===== src/rtl/sdde_pkg.sv =====
// Purpose: Constants for the directory-level entry decoder
// Assumes: 64-bit translation entries
// Notes:   Field positions and encodings of both entry formats
package sdde_pkg;
    localparam int ENTRY_W          = 64;
    localparam int HAW_DEFAULT      = 48;
    localparam int BIT_READ         = 0;
    localparam int BIT_WRITE        = 1;
    localparam int BIT_EXEC         = 2;
    localparam int EMT_LO           = 3;
    localparam int EMT_HI           = 5;
    localparam int BIT_IGNORE_ATTR_TABLE_BIT         = 6;
    localparam int BIT_PS           = 7;
    localparam int BIT_ACC          = 8;
    localparam int BIT_DIRTY        = 9;
    localparam int BIT_SNP          = 11;
    localparam int LEAF_ADDR_LO     = 21;
    localparam int TBL_ADDR_LO      = 12;
    localparam int RSV_HI_LO        = 52;
    localparam int BIT_R62          = 62;
    localparam logic [1:0] TTM_LEGACY   = 2'h0;
    localparam logic [2:0] WALK_TYPE_SELECT_SSONLY  = 3'h2;
    localparam logic [2:0] WALK_TYPE_SELECT_NESTED  = 3'h3;
    localparam logic [2:0] EMT_UC       = 3'h0;
    localparam logic [2:0] EMT_WC       = 3'h1;
    localparam logic [2:0] EMT_WT       = 3'h4;
    localparam logic [2:0] EMT_WP       = 3'h5;
    localparam logic [2:0] EMT_WB       = 3'h6;
    typedef enum logic [1:0]
    {
        SDDE_IDLE  = 2'b00,
        SDDE_TABLE = 2'b01,
        SDDE_DONE  = 2'b10
    } sdde_state_t;
endpackage


===== src/rtl/sdde_field_split.sv =====
// Purpose: Split a directory entry into its fields and reserved checks
// Assumes: Entry stable while entry_valid is high
// Notes:   Pure combinational decode
`timescale 1ns/10ps
module sdde_field_split
    import sdde_pkg::*;
#(
    parameter int HOST_ADDR_WIDTH = HAW_DEFAULT
)
(
    input  wire logic [ENTRY_W-1:0] entry,
    input  wire logic               large_page_support_cap,
    input  wire logic               snoop_ctl_cap,
    output logic                    page_size_bit,
    output logic                    rsv_fault,
    output logic [2:0]              perm_rwx
);
    logic rsv_common;
    logic rsv_leaf;
    logic rsv_table;
    logic ps_raw;

    assign ps_raw = entry[BIT_PS];
    // Page-size bit read as zero-required without 2-MByte support
    assign page_size_bit = ps_raw & large_page_support_cap;
    assign rsv_common = entry[BIT_R62] | (|entry[RSV_HI_LO-1:HOST_ADDR_WIDTH])
                        | (ps_raw & ~large_page_support_cap);
    assign rsv_leaf  = (|entry[LEAF_ADDR_LO-1:TBL_ADDR_LO])
                       | (entry[BIT_SNP] & ~snoop_ctl_cap);
    assign rsv_table = entry[BIT_SNP];
    assign rsv_fault = rsv_common | (page_size_bit ? rsv_leaf : rsv_table);
    assign perm_rwx = {entry[BIT_EXEC], entry[BIT_WRITE], entry[BIT_READ]};
endmodule


===== src/rtl/sdde_memtype.sv =====
// Purpose: Resolve extended memory type and attribute-table use
// Assumes: Context fields held steady during a walk
// Notes:   Reserved encodings flag a fault only while the memory type is used
`timescale 1ns/10ps
module sdde_memtype
    import sdde_pkg::*;
(
    input  wire logic [2:0] ext_memtype_field,
    input  wire logic       ignore_attr_table_bit,
    input  wire logic       ext_memtype_enable,
    input  wire logic [1:0] table_mode_select,
    input  wire logic [2:0] walk_type_select,
    input  wire logic       coherent_req,
    output logic            emt_used,
    output logic            emt_bad,
    output logic            pat_use
);
    logic emt_live;
    logic emt_legal;

    function automatic logic emt_ok(input logic [2:0] t);
        return t == EMT_UC || t == EMT_WC || t == EMT_WT ||
               t == EMT_WP || t == EMT_WB;
    endfunction

    assign emt_live  = ext_memtype_enable
                       && table_mode_select != TTM_LEGACY;
    assign emt_used  = emt_live && coherent_req
                       && (walk_type_select == WALK_TYPE_SELECT_SSONLY
                           || walk_type_select == WALK_TYPE_SELECT_NESTED);
    assign emt_legal = emt_ok(ext_memtype_field);
    assign emt_bad   = emt_used && !emt_legal;
    // Attribute table excluded only when ignore bit may act and is set
    assign pat_use   = !(emt_live && coherent_req
                         && walk_type_select == WALK_TYPE_SELECT_NESTED
                         && ignore_attr_table_bit);
endmodule


===== src/rtl/sdde_top.sv =====
// Purpose: Decode directory-level entries of a second-stage walk
// Assumes: One entry presented per entry_valid pulse, table then leaf
// Notes:   Results are registered; walk resets on walk_start
`timescale 1ns/10ps
module sdde_top
    import sdde_pkg::*;
#(
    parameter int HOST_ADDR_WIDTH = HAW_DEFAULT
)
(
    input  wire logic               ref_clk,
    input  wire logic               rst,
    input  wire logic               walk_start,
    input  wire logic               entry_valid,
    input  wire logic [ENTRY_W-1:0] dir_level_entry,
    input  wire logic               access_dirty_track_enable,
    input  wire logic               large_page_support_cap,
    input  wire logic               snoop_ctl_cap,
    input  wire logic               ext_memtype_enable,
    input  wire logic [1:0]         table_mode_select,
    input  wire logic [2:0]         walk_type_select,
    input  wire logic               exec_check_enable,
    input  wire logic               zero_len_read_cap,
    input  wire logic               coherent_req,
    input  wire logic               req_read,
    input  wire logic               req_write,
    input  wire logic               req_exec,
    input  wire logic               req_zero_len,
    output logic                    result_valid,
    output logic                    is_leaf,
    output logic                    trans_fault,
    output logic [HOST_ADDR_WIDTH-1:0]          next_addr,
    output logic                    accessed_flag,
    output logic                    dirty_flag,
    output logic [2:0]              memtype,
    output logic                    memtype_valid,
    output logic                    attr_table_use,
    output logic                    read_ok,
    output logic                    write_ok,
    output logic                    exec_ok,
    output logic                    access_granted
);
    // ************************************************************
    // Field decode
    // ************************************************************
    sdde_state_t    state;
    sdde_state_t    next_state;
    logic           ps_eff;
    logic           rsv_fault;
    logic [2:0]     perm_rwx;
    logic           emt_used;
    logic           emt_bad;
    logic           pat_use;
    logic [2:0]     acc_rwx;
    logic           next_read_ok;
    logic           next_write_ok;
    logic           next_exec_ok;
    logic           next_fault;
    logic [HOST_ADDR_WIDTH-1:0] next_next_addr;
    logic           next_granted;
    logic           read_needed;

    sdde_field_split #(.HOST_ADDR_WIDTH(HOST_ADDR_WIDTH)) u_split
    (
        .entry                  (dir_level_entry),
        .large_page_support_cap (large_page_support_cap),
        .snoop_ctl_cap          (snoop_ctl_cap),
        .page_size_bit          (ps_eff),
        .rsv_fault              (rsv_fault),
        .perm_rwx               (perm_rwx)
    );

    sdde_memtype u_memtype
    (
        .ext_memtype_field     (dir_level_entry[EMT_HI:EMT_LO]),
        .ignore_attr_table_bit (dir_level_entry[BIT_IGNORE_ATTR_TABLE_BIT]),
        .ext_memtype_enable    (ext_memtype_enable),
        .table_mode_select     (table_mode_select),
        .walk_type_select      (walk_type_select),
        .coherent_req          (coherent_req),
        .emt_used              (emt_used),
        .emt_bad               (emt_bad),
        .pat_use               (pat_use)
    );

    // ************************************************************
    // Permission accumulation
    // ************************************************************
    // Walk-start restarts the running AND from all-permitted
    assign acc_rwx = (state == SDDE_TABLE && !walk_start)
                     ? {exec_ok, write_ok, read_ok} : 3'h7;
    assign next_read_ok  = acc_rwx[0] & perm_rwx[0];
    assign next_write_ok = acc_rwx[1] & perm_rwx[1];
    assign next_exec_ok  = acc_rwx[2]
                           & (perm_rwx[2] | ~exec_check_enable);
    // Table address keeps low 12 bits zero: 4-KByte aligned
    assign next_next_addr = ps_eff
        ? {dir_level_entry[HOST_ADDR_WIDTH-1:LEAF_ADDR_LO], {LEAF_ADDR_LO{1'b0}}}
        : {dir_level_entry[HOST_ADDR_WIDTH-1:TBL_ADDR_LO],
           {TBL_ADDR_LO{1'b0}}};
    assign next_fault = rsv_fault | (ps_eff & emt_bad);
    assign read_needed = req_read
        && !(zero_len_read_cap && req_zero_len && next_write_ok);
    assign next_granted = ps_eff && !next_fault
                          && (!read_needed || next_read_ok)
                          && (!req_write || next_write_ok)
                          && (!req_exec || next_exec_ok);

    // ************************************************************
    // Walk state
    // ************************************************************
    always_comb
    begin
        next_state = state;
        case (state)
            SDDE_IDLE, SDDE_DONE, SDDE_TABLE:
            begin
                if (entry_valid)
                begin
                    if (ps_eff || rsv_fault)
                        next_state = SDDE_DONE;
                    else
                        next_state = SDDE_TABLE;
                end
                else if (walk_start)
                    next_state = SDDE_IDLE;
            end
            default:
                next_state = SDDE_IDLE;
        endcase
    end

    always_ff @(posedge ref_clk or posedge rst)
    begin
        if (rst)
            state <= SDDE_IDLE;
        else
            state <= next_state;
    end

    // ************************************************************
    // Registered results
    // ************************************************************
    always_ff @(posedge ref_clk or posedge rst)
    begin
        if (rst)
        begin
            result_valid   <= 1'b0;
            is_leaf        <= 1'b0;
            trans_fault    <= 1'b0;
            next_addr      <= '0;
            accessed_flag  <= 1'b0;
            dirty_flag     <= 1'b0;
            memtype        <= EMT_UC;
            memtype_valid  <= 1'b0;
            attr_table_use <= 1'b1;
            read_ok        <= 1'b0;
            write_ok       <= 1'b0;
            exec_ok        <= 1'b0;
            access_granted <= 1'b0;
        end
        else
        begin
            result_valid <= entry_valid;
            if (entry_valid)
            begin
                is_leaf        <= ps_eff;
                trans_fault    <= next_fault;
                next_addr      <= next_next_addr;
                accessed_flag  <= access_dirty_track_enable
                                  & dir_level_entry[BIT_ACC];
                dirty_flag     <= access_dirty_track_enable & ps_eff
                                  & dir_level_entry[BIT_DIRTY];
                memtype        <= (ps_eff && emt_used)
                                  ? dir_level_entry[EMT_HI:EMT_LO]
                                  : EMT_UC;
                memtype_valid  <= ps_eff & emt_used;
                attr_table_use <= ps_eff ? pat_use : 1'b1;
                read_ok        <= next_read_ok;
                write_ok       <= next_write_ok;
                exec_ok        <= next_exec_ok;
                access_granted <= next_granted;
            end
        end
    end

    // ************************************************************
    // Checks
    // ************************************************************
    property p_acc_gate;
        @(posedge ref_clk) disable iff (rst)
        entry_valid && !access_dirty_track_enable |=> !accessed_flag;
    endproperty
    a_acc_gate: assert property (p_acc_gate)
        else $error("accessed flag shown with tracking off");

    property p_leaf;
        @(posedge ref_clk) disable iff (rst)
        entry_valid |=> is_leaf == ($past(dir_level_entry[BIT_PS])
                                    && $past(large_page_support_cap));
    endproperty
    a_leaf: assert property (p_leaf)
        else $error("leaf decode wrong");

    property p_ps_rsv;
        @(posedge ref_clk) disable iff (rst)
        entry_valid && dir_level_entry[BIT_PS] && !large_page_support_cap
        |=> trans_fault && !is_leaf;
    endproperty
    a_ps_rsv: assert property (p_ps_rsv)
        else $error("page size not reserved without capability");

    property p_emt_off;
        @(posedge ref_clk) disable iff (rst)
        entry_valid && (!ext_memtype_enable
                        || table_mode_select == TTM_LEGACY)
        |=> !memtype_valid && attr_table_use;
    endproperty
    a_emt_off: assert property (p_emt_off)
        else $error("memory type used while disabled");

    property p_write_deny;
        @(posedge ref_clk) disable iff (rst)
        entry_valid && !dir_level_entry[BIT_WRITE]
        |=> !write_ok ##1 (!write_ok || $past(entry_valid)
                           && ($past(walk_start)
                               || $past(state) != SDDE_TABLE));
    endproperty
    a_write_deny: assert property (p_write_deny)
        else $error("write allowed with write bit clear");

    property p_read_deny;
        @(posedge ref_clk) disable iff (rst)
        entry_valid && !dir_level_entry[BIT_READ] |=> !read_ok;
    endproperty
    a_read_deny: assert property (p_read_deny)
        else $error("read allowed with read bit clear");

    property p_exec;
        @(posedge ref_clk) disable iff (rst)
        entry_valid && exec_check_enable && !dir_level_entry[BIT_EXEC]
        |=> !exec_ok;
    endproperty
    a_exec: assert property (p_exec)
        else $error("execute allowed with execute bit clear");

    property p_align;
        @(posedge ref_clk) disable iff (rst)
        result_valid && !is_leaf
        |-> next_addr == {$past(dir_level_entry[HOST_ADDR_WIDTH-1:TBL_ADDR_LO]),
                          {TBL_ADDR_LO{1'b0}}};
    endproperty
    a_align: assert property (p_align)
        else $error("next table address wrong or not aligned");

    property p_leaf_rsv;
        @(posedge ref_clk) disable iff (rst)
        entry_valid && ps_eff
        && (|dir_level_entry[LEAF_ADDR_LO-1:TBL_ADDR_LO])
        |=> trans_fault;
    endproperty
    a_leaf_rsv: assert property (p_leaf_rsv)
        else $error("leaf reserved bits not faulted");

    property p_dirty;
        @(posedge ref_clk) disable iff (rst)
        entry_valid && !access_dirty_track_enable |=> !dirty_flag;
    endproperty
    a_dirty: assert property (p_dirty)
        else $error("dirty flag shown with tracking off");

    c_leaf:  cover property (@(posedge ref_clk) disable iff (rst)
                             result_valid && is_leaf && access_granted);
    c_walk:  cover property (@(posedge ref_clk) disable iff (rst)
                             state == SDDE_TABLE ##1 result_valid
                             && is_leaf);
    c_fault: cover property (@(posedge ref_clk) disable iff (rst)
                             result_valid && trans_fault);
    c_emt:   cover property (@(posedge ref_clk) disable iff (rst)
                             memtype_valid && !attr_table_use);
endmodule


===== config.mk =====
export PLATFORM = sky130hd
export DESIGN_NAME = sdde_top
export DESIGN_NICKNAME = d
export VERILOG_FILES = /design/src/rtl/sdde_pkg.sv /design/src/rtl/sdde_field_split.sv /design/src/rtl/sdde_memtype.sv /design/src/rtl/sdde_top.sv
export SDC_FILE = /design/constraint.sdc
export NUM_CORES = 1
export LEC_CHECK = 0
export BUFFER_PORTS_ARGS = -buffer_cell sky130_fd_sc_hd__buf_2
export CAP_MARGIN = 20
export CORE_AREA = 2 2 67 82
export CTS_BUF_LIST = sky130_fd_sc_hd__clkbuf_16
export DETAILED_ROUTE_END_ITERATION = 8
export DIE_AREA = 0 0 69 84
export PLACE_DENSITY = 0.9
export SYNTH_ARGS = -nofsm -noshare
export SYNTH_HDL_FRONTEND = slang
export SYNTH_SLANG_ARGS = --single-unit

===== constraint.sdc =====
create_clock -name ref_clk -period 4 [get_ports ref_clk]
set_input_delay 0.4 -clock ref_clk [delete_from_list [all_inputs] [get_ports ref_clk]]
set_output_delay 0.4 -clock ref_clk [all_outputs]
set_load 0.01 [all_outputs]

# Word-level counts from Yosys, hierarchy flattened
# Cells that the tools add are included.
# word_totals
regBits	64
in_bits	84
out_inout_bits	62
# op_classes
eq_ne	9
n_mux	9
n_bitwise	20
reduce_logical	38
# ops
operator	count
$mux 21	1
$logic_and 1x1->1	15
$and 1x1->1	11
$eq 3x3->1 const B	3
$logic_or 1x1->1	9
$reduce_or 9->1	1
$logic_not 1->1	8
$mux 2	4
$eq 3x2->1 const B	2
$mux 3	2
$or 1x1->1	6
$reduce_or 4->1	1
$eq 3x1->1 const B	1
$logic_not 3->1	1
$ne 3x3->1 const B	1
$not 1->1	3
$reduce_or 3->1	1
$eq 2x1->1 const B	1
$eq 2x2->1 const B	1
$logic_not 2->1	1
$mux 1	2
$reduce_bool 2->1	1

# Logic depth before layout (Yosys ltp)
# Gate-level depths: netlist (run 1).
# depth
word_depth	14
ltp_mapped	5
mapped_depth_nobuf	4

# Modules after synthesis
# From an unflattened synthesis (run 1), not the netlist that was laid out.
# unflattened
cells_unflattened	181
area_unflattened_um2	2240.9
# by_module_without_submodules
mod	instances	cells_each	area_each_um2	seq_area_each_um2
sdde_top	1	159	2088.3	1302.5
sdde_field_split	1	14	88.8	0.0
sdde_memtype	1	8	63.8	0.0

# Worst setup path after synthesis (run 1)
# Ideal clock, no wire load.
# synth_timing
path_type	in2reg
from	input port dir_level_entry[51]
to	register state[1]
arrival_time_ns	1.706
setup_slack_ns	2.174
path_stages	3
path_buffers	0
cell_sequence	or4_4 > or4_2 > a31o_2
# synth_via
elab_chain_len	8
# synth_lines
element	line_no	text
from (decl)	sdde_top.sv:15	input wire logic [ENTRY_W-1:0] dir_level_entry,
$reduce_or 4->1	sdde_field_split.sv:26	assign rsv_common = entry[BIT_R62] | (|entry[RSV_HI_LO-1:HOST_ADDR_WIDTH])
$or 1x1->1	sdde_field_split.sv:26	
$or 1x1->1	sdde_field_split.sv:27	| (ps_raw & ~large_page_support_cap);
$or 1x1->1	sdde_field_split.sv:31	assign rsv_fault = rsv_common | (page_size_bit ? rsv_leaf : rsv_table);
$logic_or 1x1->1	sdde_top.sv:120	if (ps_eff || rsv_fault)
$mux 2	sdde_top.sv:120	
$mux 2	sdde_top.sv:118	if (entry_valid)
$mux 2	sdde_top.sv:115	case (state)
to (signal assigned)	sdde_top.sv:138	state <= next_state;
to (decl)	sdde_top.sv:46	sdde_state_t state;
# No other way between the ends.
# A chain may end at the register's enable or synchronous reset.

==> run metrics, run 1 <==
number of synthesized flops with an enable pin 0; first-pass detailed-route iteration total 4; CP Data Required Time 4220 ps; routability congestion estimate 0.7671; Fill cells 441; Power Total 1.188 mW; Slew @ Worst Pin 862.0 ps; fraction of the mapped netlist area in adder cells 0%; CTS Buf Count 5; Post-Synth Simple-Gate Area 7.614%; vias post-DR 1,778; critical path, cell by cell buf_2 > clkinv_1 > nor4_1 > a22o_1; maximum count of clock buffers along a single path 2; synthesized-area fraction occupied by xor and xnor cells 0%; Root Buffer clkbuf_16; share of the yosys chip area belonging to registers 59.15%; highest clock rate 560.8 MHz; post-placement worst setup slack 1891 ps; setup repair after global routing missed its margin false; Crit. End Element register; Reg clk slew, reported paths 70 ps; # hold bufs at CTS 0; initial standard-cell utilization of the core 43.35%; share of async-settable or async-resettable flops after synthesis 100.0%; mux contribution to synthesized area 13.81%; via count of the first global-routing pass 1,808; area share of the leading cell type in the synthesized netlist 57.95%; most numerous cell types in the synthesized netlist dfrtp_1 (51), mux2_2 (27), a22o_1 (12), buf_4 (12); syn_area_per_cell 12.66 um2; layout cell share with drive strength beyond 1 55.56%; height of the die 84 um; antenna cells 0; Post-CTS Repair Setup Buffers 0; number of antenna violations at the first check in global routing 0; sum of routed wire length over all layers 5031 um; Largest regs next_addr: 36 flops, memtype: 3 flops, state: 2 flops; flip-flop count of the largest register, all copies and words added 36; Clock Skews 2.773 ps; Floorplan Core Area 5080 um2; Max-Slew Margin vs Limit 42.00%; Worst Setup Start Kind primary input; final net count 380; count of mapped cells out of synthesis 174; number of non-filler instances in the completed layout 359; global-route wire length before repair 8342 um; number of library cell types mapped by synthesis 39; min-delay worst type primary input to async pin; register ranked first by flip-flop count next_addr; final hold viol count 0; status complete, no violations; FP Rows 29; GRT Total Usage 17.76%; leftover overflow at the end of global routing 0; layout overhead on the synthesized area 35.34%; HPWL after detailed placement 3848 um; dominant register cell in the synthesized netlist dfrtp_1; # placed instances 350; top-level port count 146; maximum vdd drop 0.1687 mV; share of the synthesized area in compound gates (AO/OA/AOI/OAI) 12.39%; total standard cell area after synthesis 2202 um2; Avg Vias per Cell 4.953; area enclosed by the die boundary 5796 um2; data arrival time of the critical path 2000 ps; DRC marker count from the first detailed-route iteration 108; Clock Sinks 52; number of synthesized register bits 52; cts repair resizes 0; fin crit share 44.58%; TNS Setup 0 ps; warning count from the yosys run 0; clock latency reported for the late side of the worst-skew pair 280 ps; final worst-path setup slack 2217 ps; maximum fanout along the worst path 16; Slew Limit Fails 0; slowest CP cell nor4_1; largest incremental delay on the critical path 880 ps; maximum number of pins on one net before global-route repair 53; largest family of logic cells by synthesized area multiplexers; cell type with the highest aggregate area in the netlist dfrtp_1; cell types with the largest area share after synthesis dfrtp_1 (58%), mux2_2 (14%), a22o_1 (4.8%); number of failing setup endpoints in the final timing report 0; most frequent cell after synthesis dfrtp_1; number of buffers inserted by port buffering 121; number of maximum-capacitance violations 0; Leakage Power 1.509 nW; WL/cell 14.01 um; PD cells 398.6 nW/um2; Worst Setup Path Type primary input to register; clock period minus final worst setup slack 1783 ps; width of the die 69 um; H-tree level count 2; detailed-route DRC error count 0; number of antenna-violating nets in the routed design 0; TritonCTS clock tree yes
[routing by layer]
layer / up-vias / part of all wire (%) / global-route usage [%]
met3: 2 / 6.8 / 3.986
met5: - / 0 / 0
li1: 842 / - / -
met4: 0 / 0.30 / 4.456
met1: 850 / 38 / 21.02
met2: 84 / 54 / 32.34
[critical path: cells and delay by family]
kind | cells | cell delay, ps
AO/OA/AOI/OAI | 1 | 240
buffers and inverters | 2 | 470
AND/OR/NAND/NOR | 1 | 880
[kinds of logic (layout without fill, tap and decap cells)]
family                 after synthesis  after routing
AOI/OAI and AO/OA                   38             38
and+or+nand+nor                     28             28
muxes                               27             27
buffers and inverters               28            140
other                                1             12
DFF                                 52             52
[per-stage QoR]
stage                     hold slack, ps  utilization, %  instance area, um2
after floorplan                    431.4               -                2243
after global placement             462.5           55.44                2816
after detailed placement           469.2           55.44                2816
after CTS                          264.6           58.28                2960
after global routing               26.52           58.67                2980
final                              28.05           58.67                2980
[layout make-up]
class                   instances  area [um2]  share of cell area [%]
repair buffers                123       633.1                   21.24
flip-flops and latches         52        1303                   43.70
inverters                       9       33.78                   1.134
clock buffers                   5       125.1                   4.198
multi-input cells             105       789.5                   26.49
well taps                      62       77.57                   2.603
clock inverters                 3       18.77                  0.6297
[final timing paths]
path	start	end	slack (ps)	cells past startpoint
worst min-delay path	rst	next_addr[14]	30	2
worst min register to register	memtype_valid	memtype_valid	490	1
min in group ref_clk	walk_type_select[0]	attr_table_use	270	2
worst max-delay path	entry_valid	memtype[1]	2220	4
max in group asynchronous	rst	attr_table_use	3420	3
worst max register to register	state[1]	access_granted	2490	4
[layout by cell type (no fill, tap or decap), types with 5 or more instances in the layout]
master | netlist | routed
a21oi_1 | 8 | 8
a22o_1 | 12 | 12
buf_2 | 1 | 121
dfrtp_1 | 51 | 51
mux2_2 | 27 | 27
nand2_1 | 6 | 6
clkbuf_16 | 0 | 5
inv_1 | 8 | 7
conb_1 | 1 | 12
[where the power goes]
group | switching (mW) | internal [mW] | total (mW)
logic | 0.0938 | 0.0932 | 0.187
registers | 0.0206 | 0.568 | 0.588
clock network | 0.183 | 0.230 | 0.413
No activity file was read; power rests on OpenSTA's default activity.
==> run 2, diff against run 1 <==
--- a/config.mk
+++ b/config.mk
@@ -7,11 +7,11 @@
 export LEC_CHECK = 0
 export BUFFER_PORTS_ARGS = -buffer_cell sky130_fd_sc_hd__buf_2
 export CAP_MARGIN = 20
-export CORE_AREA = 2 2 67 82
+export CORE_AREA = 2 2 73 89
 export CTS_BUF_LIST = sky130_fd_sc_hd__clkbuf_16
 export DETAILED_ROUTE_END_ITERATION = 8
-export DIE_AREA = 0 0 69 84
-export PLACE_DENSITY = 0.9
+export DIE_AREA = 0 0 75 91
+export PLACE_DENSITY = 0.81
 export SYNTH_ARGS = -nofsm -noshare
 export SYNTH_HDL_FRONTEND = slang
 export SYNTH_SLANG_ARGS = --single-unit
==> constraint.sdc (replaced) <==
create_clock -name ref_clk -period 1.6 [get_ports ref_clk]
set_input_delay 0.16 -clock ref_clk [delete_from_list [all_inputs] [get_ports ref_clk]]
set_output_delay 0.16 -clock ref_clk [all_outputs]
set_load 0.01 [all_outputs]
==> run metrics, run 2 (same netlist as run 1, synthesis figures left out) <==
detailed-route DRC error count 0 (unchanged); Floorplan Core Area 5934 um2 (+17%); most frequent cells in the layout buf_2 (121), dfrtp_1 (51), mux2_2 (27); Worst Setup Start Kind register; Crit. End Element register; area enclosed by the die boundary 6825 um2 (+18%); final worst-path setup slack 155.9 ps (-2061 ps); Max-Slew Margin vs Limit 52.95% (+11 points); CTS Buf Count 5 (unchanged); placement-stage cell area 2899 um2 (+2.9%); TritonCTS clock tree yes; number of buffers inserted by port buffering 121 (unchanged); cts repair resizes 0 (unchanged); Reg clk slew, reported paths 70 ps (about the same); maximum fanout along the worst path 4 (-12); top-level port count 146 (unchanged); antenna cells 0 (unchanged); WL/cell 13.19 um (-5.9%); first-pass detailed-route iteration total 4 (unchanged); width of the die 75 um (+8.7%); sum of routed wire length over all layers 5079 um (+0.95%); FP Rows 31 (+6.9%); HPWL after detailed placement 3998 um (+3.9%); register cell area after layout 1303 um2 (unchanged); number of maximum-capacitance violations 0 (unchanged); global-route wire length before repair 8135 um (-2.5%); fin crit share 90.25%; layout overhead on the synthesized area 39.49%; Slew Limit Fails 0 (unchanged); vias post-DR 1,810 (+1.8%); multi-input logic area 789.5 um2 (unchanged); H-tree level count 2 (unchanged); data arrival time of the critical path 1610 ps (-390 ps); clock period minus final worst setup slack 1444 ps; Root Buffer clkbuf_16; leftover overflow at the end of global routing 0 (unchanged); Fill cells 562 (+27%); status complete, no violations; Largest regs next_addr: 36 flops, memtype: 3 flops, state: 2 flops; final hold viol count 0 (unchanged); min-delay worst type primary input to register; number of antenna violations at the first check in global routing 0 (unchanged); final net count 386 (+1.6%); CP Data Required Time 1770 ps (-2450 ps); end-of-flow core utilization 51.76% (-6.9 points); layout cell share with drive strength beyond 1 55.78% (+0.22 points); Clock Skews 0.5386 ps (-2.234 ps); via count of the first global-routing pass 1,763 (-2.5%); post-placement worst setup slack -143.3 ps (-2034 ps); setup repair after global routing missed its margin false; flip-flop count of the largest register, all copies and words added 36 (unchanged); DRC marker count from the first detailed-route iteration 65 (-40%); Slew @ Worst Pin 705.8 ps (-156.2 ps); # placed instances 376 (+7.4%); register ranked first by flip-flop count next_addr; most common cell after layout, fill and taps aside buf_2; highest clock rate 692.5 MHz; maximum number of pins on one net before global-route repair 33 (-38%); PD cells 1013 nW/um2 (+150%); maximum count of clock buffers along a single path 2 (unchanged); number of failing setup endpoints in the final timing report 0 (unchanged); initial standard-cell utilization of the core 37.11% (-6.2 points); Clock Sinks 52 (unchanged); number of antenna-violating nets in the routed design 0 (unchanged); Avg Vias per Cell 4.701 (-5.1%); Leakage Power 1.553 nW (+2.9%); height of the die 91 um (+8.3%); maximum vdd drop 0.4254 mV (+150%); Worst Setup Path Type register to register; clock latency reported for the late side of the worst-skew pair 280 ps (about the same); number of non-filler instances in the completed layout 385 (+7.2%); GRT Total Usage 15.36% (-2.4 points); finished layout cell area 3072 um2 (+3.1%); routability congestion estimate 0.7739 (+0.89%)
## run 2: cell types whose count changed in the layout (fill, tap and decap cells not counted), sizes merged
cell,previous run,this run
clkinvlp,2,0
bufinv,0,1
dlygate4sd3,0,1
buf,123,128
clkinv,2,3
## run 2: critical path: stages (launching register included)
cell     delay, ps
dfrtp_1        410
or3b_2         500
a21o_1         170
o22ai_1        160
o32ai_1         90
## run 2: path summary, 6_finish.rpt
| check | cells after the start | slack (ps) | to | from |
|---|---|---|---|---|
| max | 4 | 160 | access_granted | state[1] |
| min | 2 | 10 | attr_table_use | walk_type_select[0] |
| max reg2reg | 4 | 160 | access_granted | state[1] |
| min reg2reg | 1 | 490 | memtype_valid | memtype_valid |
| max in group asynchronous | 4 | 560 | attr_table_use | rst |
| min in group asynchronous | 3 | 450 | next_addr[27] | rst |
## run 2: final cells by class
| cell class | count | area share [%] |
|---|---|---|
| inverters | 9 | 1.100 |
| flip-flops and latches | 52 | 42.40 |
| clock inverters | 3 | 1.222 |
| repair buffers | 129 | 22.16 |
| multi-input cells | 105 | 25.70 |
| clock buffers | 5 | 4.073 |
| well taps | 82 | 3.340 |
## run 2: repair_timing
action                                 4_1_cts  5_1_grt
endpoints found under the hold margin       20        0
setup buffers                                0        0
setup endpoints to repair                    0        0
hold buffers                                 1        0
## run 2: through the flow
step | hold WS, ps | setup TNS, ps | power (mW)
6_report | 11.11 | 0 | 3.111
2_1_floorplan | 191.4 | 0 | 1.750
3_5_place_dp | 194.4 | -281.6 | 1.977
3_3_place_gp | 188.5 | -248.8 | 1.959
4_1_cts | 6.605 | 0 | 3.153
5_1_grt | 16.79 | 0 | 3.270
## run 2: power breakdown
part | internal, mW | total [mW] | switching [mW]
Sequential | 1.42 | 1.47 | 0.0509
Combinational | 0.238 | 0.474 | 0.236
Clock | 0.727 | 1.17 | 0.439
## run 2: layer usage
layer	share of wire (%)	track usage [%]	routed length (um)	up-vias
li1	-	-	-	862
met1	40	18.03	2050	860
met2	51	26.46	2615	82
met3	7.1	4.329	359	6
met4	1.1	4.613	54	0
met5	0	0	0	-
==> run 3, diff against run 2 <==
==> constraint.sdc (replaced) <==
create_clock -name ref_clk -period 1.6 [get_ports ref_clk]
set_input_delay 0.4 -clock ref_clk [delete_from_list [all_inputs] [get_ports ref_clk]]
set_output_delay 0.4 -clock ref_clk [all_outputs]
set_load 0.01 [all_outputs]
==> run metrics, run 3 (same netlist as run 1, synthesis figures left out) <==
status complete, but fails checks; violations in the final reports negative setup slack; Hold Slack 110.2 ps (+99.06 ps); CP Data Required Time 1790 ps (+20 ps); number of buffers inserted by port buffering 121 (unchanged); Root Buffer clkbuf_16; final hold viol count 0 (unchanged); most common cell after layout, fill and taps aside buf_2; DRC marker count from the first detailed-route iteration 54 (-17%); layout cell share with drive strength beyond 1 58.12% (+2.3 points); Leakage Power 1.596 nW (+2.8%); maximum number of pins on one net before global-route repair 32 (-3.0%); Fill cells 536 (-4.6%); worst setup slack for register-to-register paths 150 ps (about the same); Worst Setup Start Kind primary input; TNS Setup -37.32 ps (-37.32 ps); initial standard-cell utilization of the core 37.11% (unchanged); HPWL after detailed placement 4108 um (+2.8%); Worst Setup Path Type primary input to register; Floorplan Core Area 5934 um2 (unchanged); most frequent cells in the layout buf_2 (121), dfrtp_1 (51), mux2_2 (27); height of the die 91 um (unchanged); Power Total 3.129 mW (+0.60%); maximum fanout along the worst path 2 (-2); PD cells 988.6 nW/um2 (-2.4%); width of the die 75 um (unchanged); fin crit share 102.3% (+12 points); data arrival time of the critical path 1830 ps (+220 ps); TritonCTS clock tree yes; Reg clk slew, reported paths 60 ps (about the same); leftover overflow at the end of global routing 0 (unchanged); clock latency reported for the late side of the worst-skew pair 280 ps (about the same); capture point of the worst reg-to-reg path access_granted; setup repair after global routing missed its margin true; maximum count of clock buffers along a single path 2 (unchanged); flip-flop count of the largest register, all copies and words added 36 (unchanged); Slew Limit Fails 0 (unchanged); Clock Skews 3.005 ps (+2.467 ps); Largest regs next_addr: 36 flops, memtype: 3 flops, state: 2 flops; Crit. End Element register; WL/cell 12.89 um (-2.3%); top-level port count 146 (unchanged); final worst-path setup slack -37.32 ps (-193.2 ps); GRT Total Usage 15.04% (-0.32 points); via count of the first global-routing pass 1,827 (+3.6%); antenna cells 0 (unchanged); first-pass detailed-route iteration total 4 (unchanged); # hold bufs at CTS 0 (-1); H-tree level count 2 (unchanged); sum of routed wire length over all layers 5027 um (-1.0%); post-placement worst setup slack -471.6 ps (-328.4 ps); final net count 391 (+1.3%); global-route wire length before repair 8017 um (-1.5%); number of cells on the worst reg-to-reg path 4 (unchanged); number of failing setup endpoints in the final timing report 1 (+1); area enclosed by the die boundary 6825 um2 (unchanged); CTS Buf Count 5 (unchanged); clock period minus final worst setup slack 1637 ps (+193.2 ps); number of non-filler instances in the completed layout 390 (+1.3%); FP Rows 31 (unchanged); number of antenna-violating nets in the routed design 0 (unchanged); layout overhead on the synthesized area 43.75%; min-delay worst type primary input to async pin; vias post-DR 1,831 (+1.2%); Avg Vias per Cell 4.695 (-0.14%); Clock Sinks 52 (unchanged); number of maximum-capacitance violations 0 (unchanged); worst reg2reg startpoint state[1]; routability congestion estimate 0.8627 (+11%); number of antenna violations at the first check in global routing 0 (unchanged); # placed instances 382 (+1.6%); register ranked first by flip-flop count next_addr; detailed-route DRC error count 0 (unchanged); maximum vdd drop 0.5387 mV (+27%); highest clock rate 610.8 MHz (-12%)
==> run 3: cell count changes in the layout (fill, tap and decap cells not counted), moves of 2 or more <==
cell,change
buf_12,+2
buf_4,+4
clkinv_1,-2
or4_4,+2
==> run 3: what timing repair did <==
item                                    CTS  global route
setup buffers                             0             0
endpoints found under the setup margin    1             1
pin swaps                                 0             0
resized for setup                         4             0
==> run 3: layout make-up <==
cell class | instances | area [um2] | area share, %
Timing Repair Buffer | 134 | 740.7 | 23.40
Tap cell | 82 | 102.6 | 3.241
Clock inverter | 3 | 38.79 | 1.225
Inverter | 9 | 37.54 | 1.186
Multi-Input combinational cell | 105 | 818.3 | 25.85
Sequential cell | 52 | 1303 | 41.15
Clock buffer | 5 | 125.1 | 3.953
==> run 3: how the worst max path moves through the flow <==
stage	startpoint	endpoint	slack [ps]	cells after the start
after global placement	dir_level_entry[14]	access_granted	-420	6
after floorplan	dir_level_entry[51]	access_granted	-150	4
final	dir_level_entry[51]	access_granted	-40	5
after global routing	dir_level_entry[14]	access_granted	-100	6
after detailed placement	dir_level_entry[14]	access_granted	-470	6
after CTS	dir_level_entry[51]	access_granted	-40	5
==> run 3: power breakdown <==
group          switching, mW  total, mW  leakage, nW  internal (mW)
clock network          0.434       1.16       0.0850          0.729
logic                  0.242      0.496        0.884          0.254
registers             0.0501       1.47        0.627           1.42
==> run 3: through the flow <==
stage	area [um2]	util, %
floorplan	2250	-
global placement	2975	50.14
detailed placement	2975	50.14
CTS	3166	53.34
global route	3166	53.34
finish	3166	53.34
==> run 3: critical path, stage by stage <==
cell,delay (ps)
buf_2,90
or4_4,540
a211o_1,250
a311o_1,290
o32ai_2,240
==> run 3: metal layers <==
| layer | track usage [%] | up-vias | share of wire (%) |
|---|---|---|---|
| li1 | - | 870 | - |
| met1 | 17.59 | 861 | 39 |
| met2 | 25.51 | 91 | 52 |
| met3 | 4.329 | 9 | 7.8 |
| met5 | 0 | - | 0 |
| met4 | 5.357 | 0 | 1.7 |
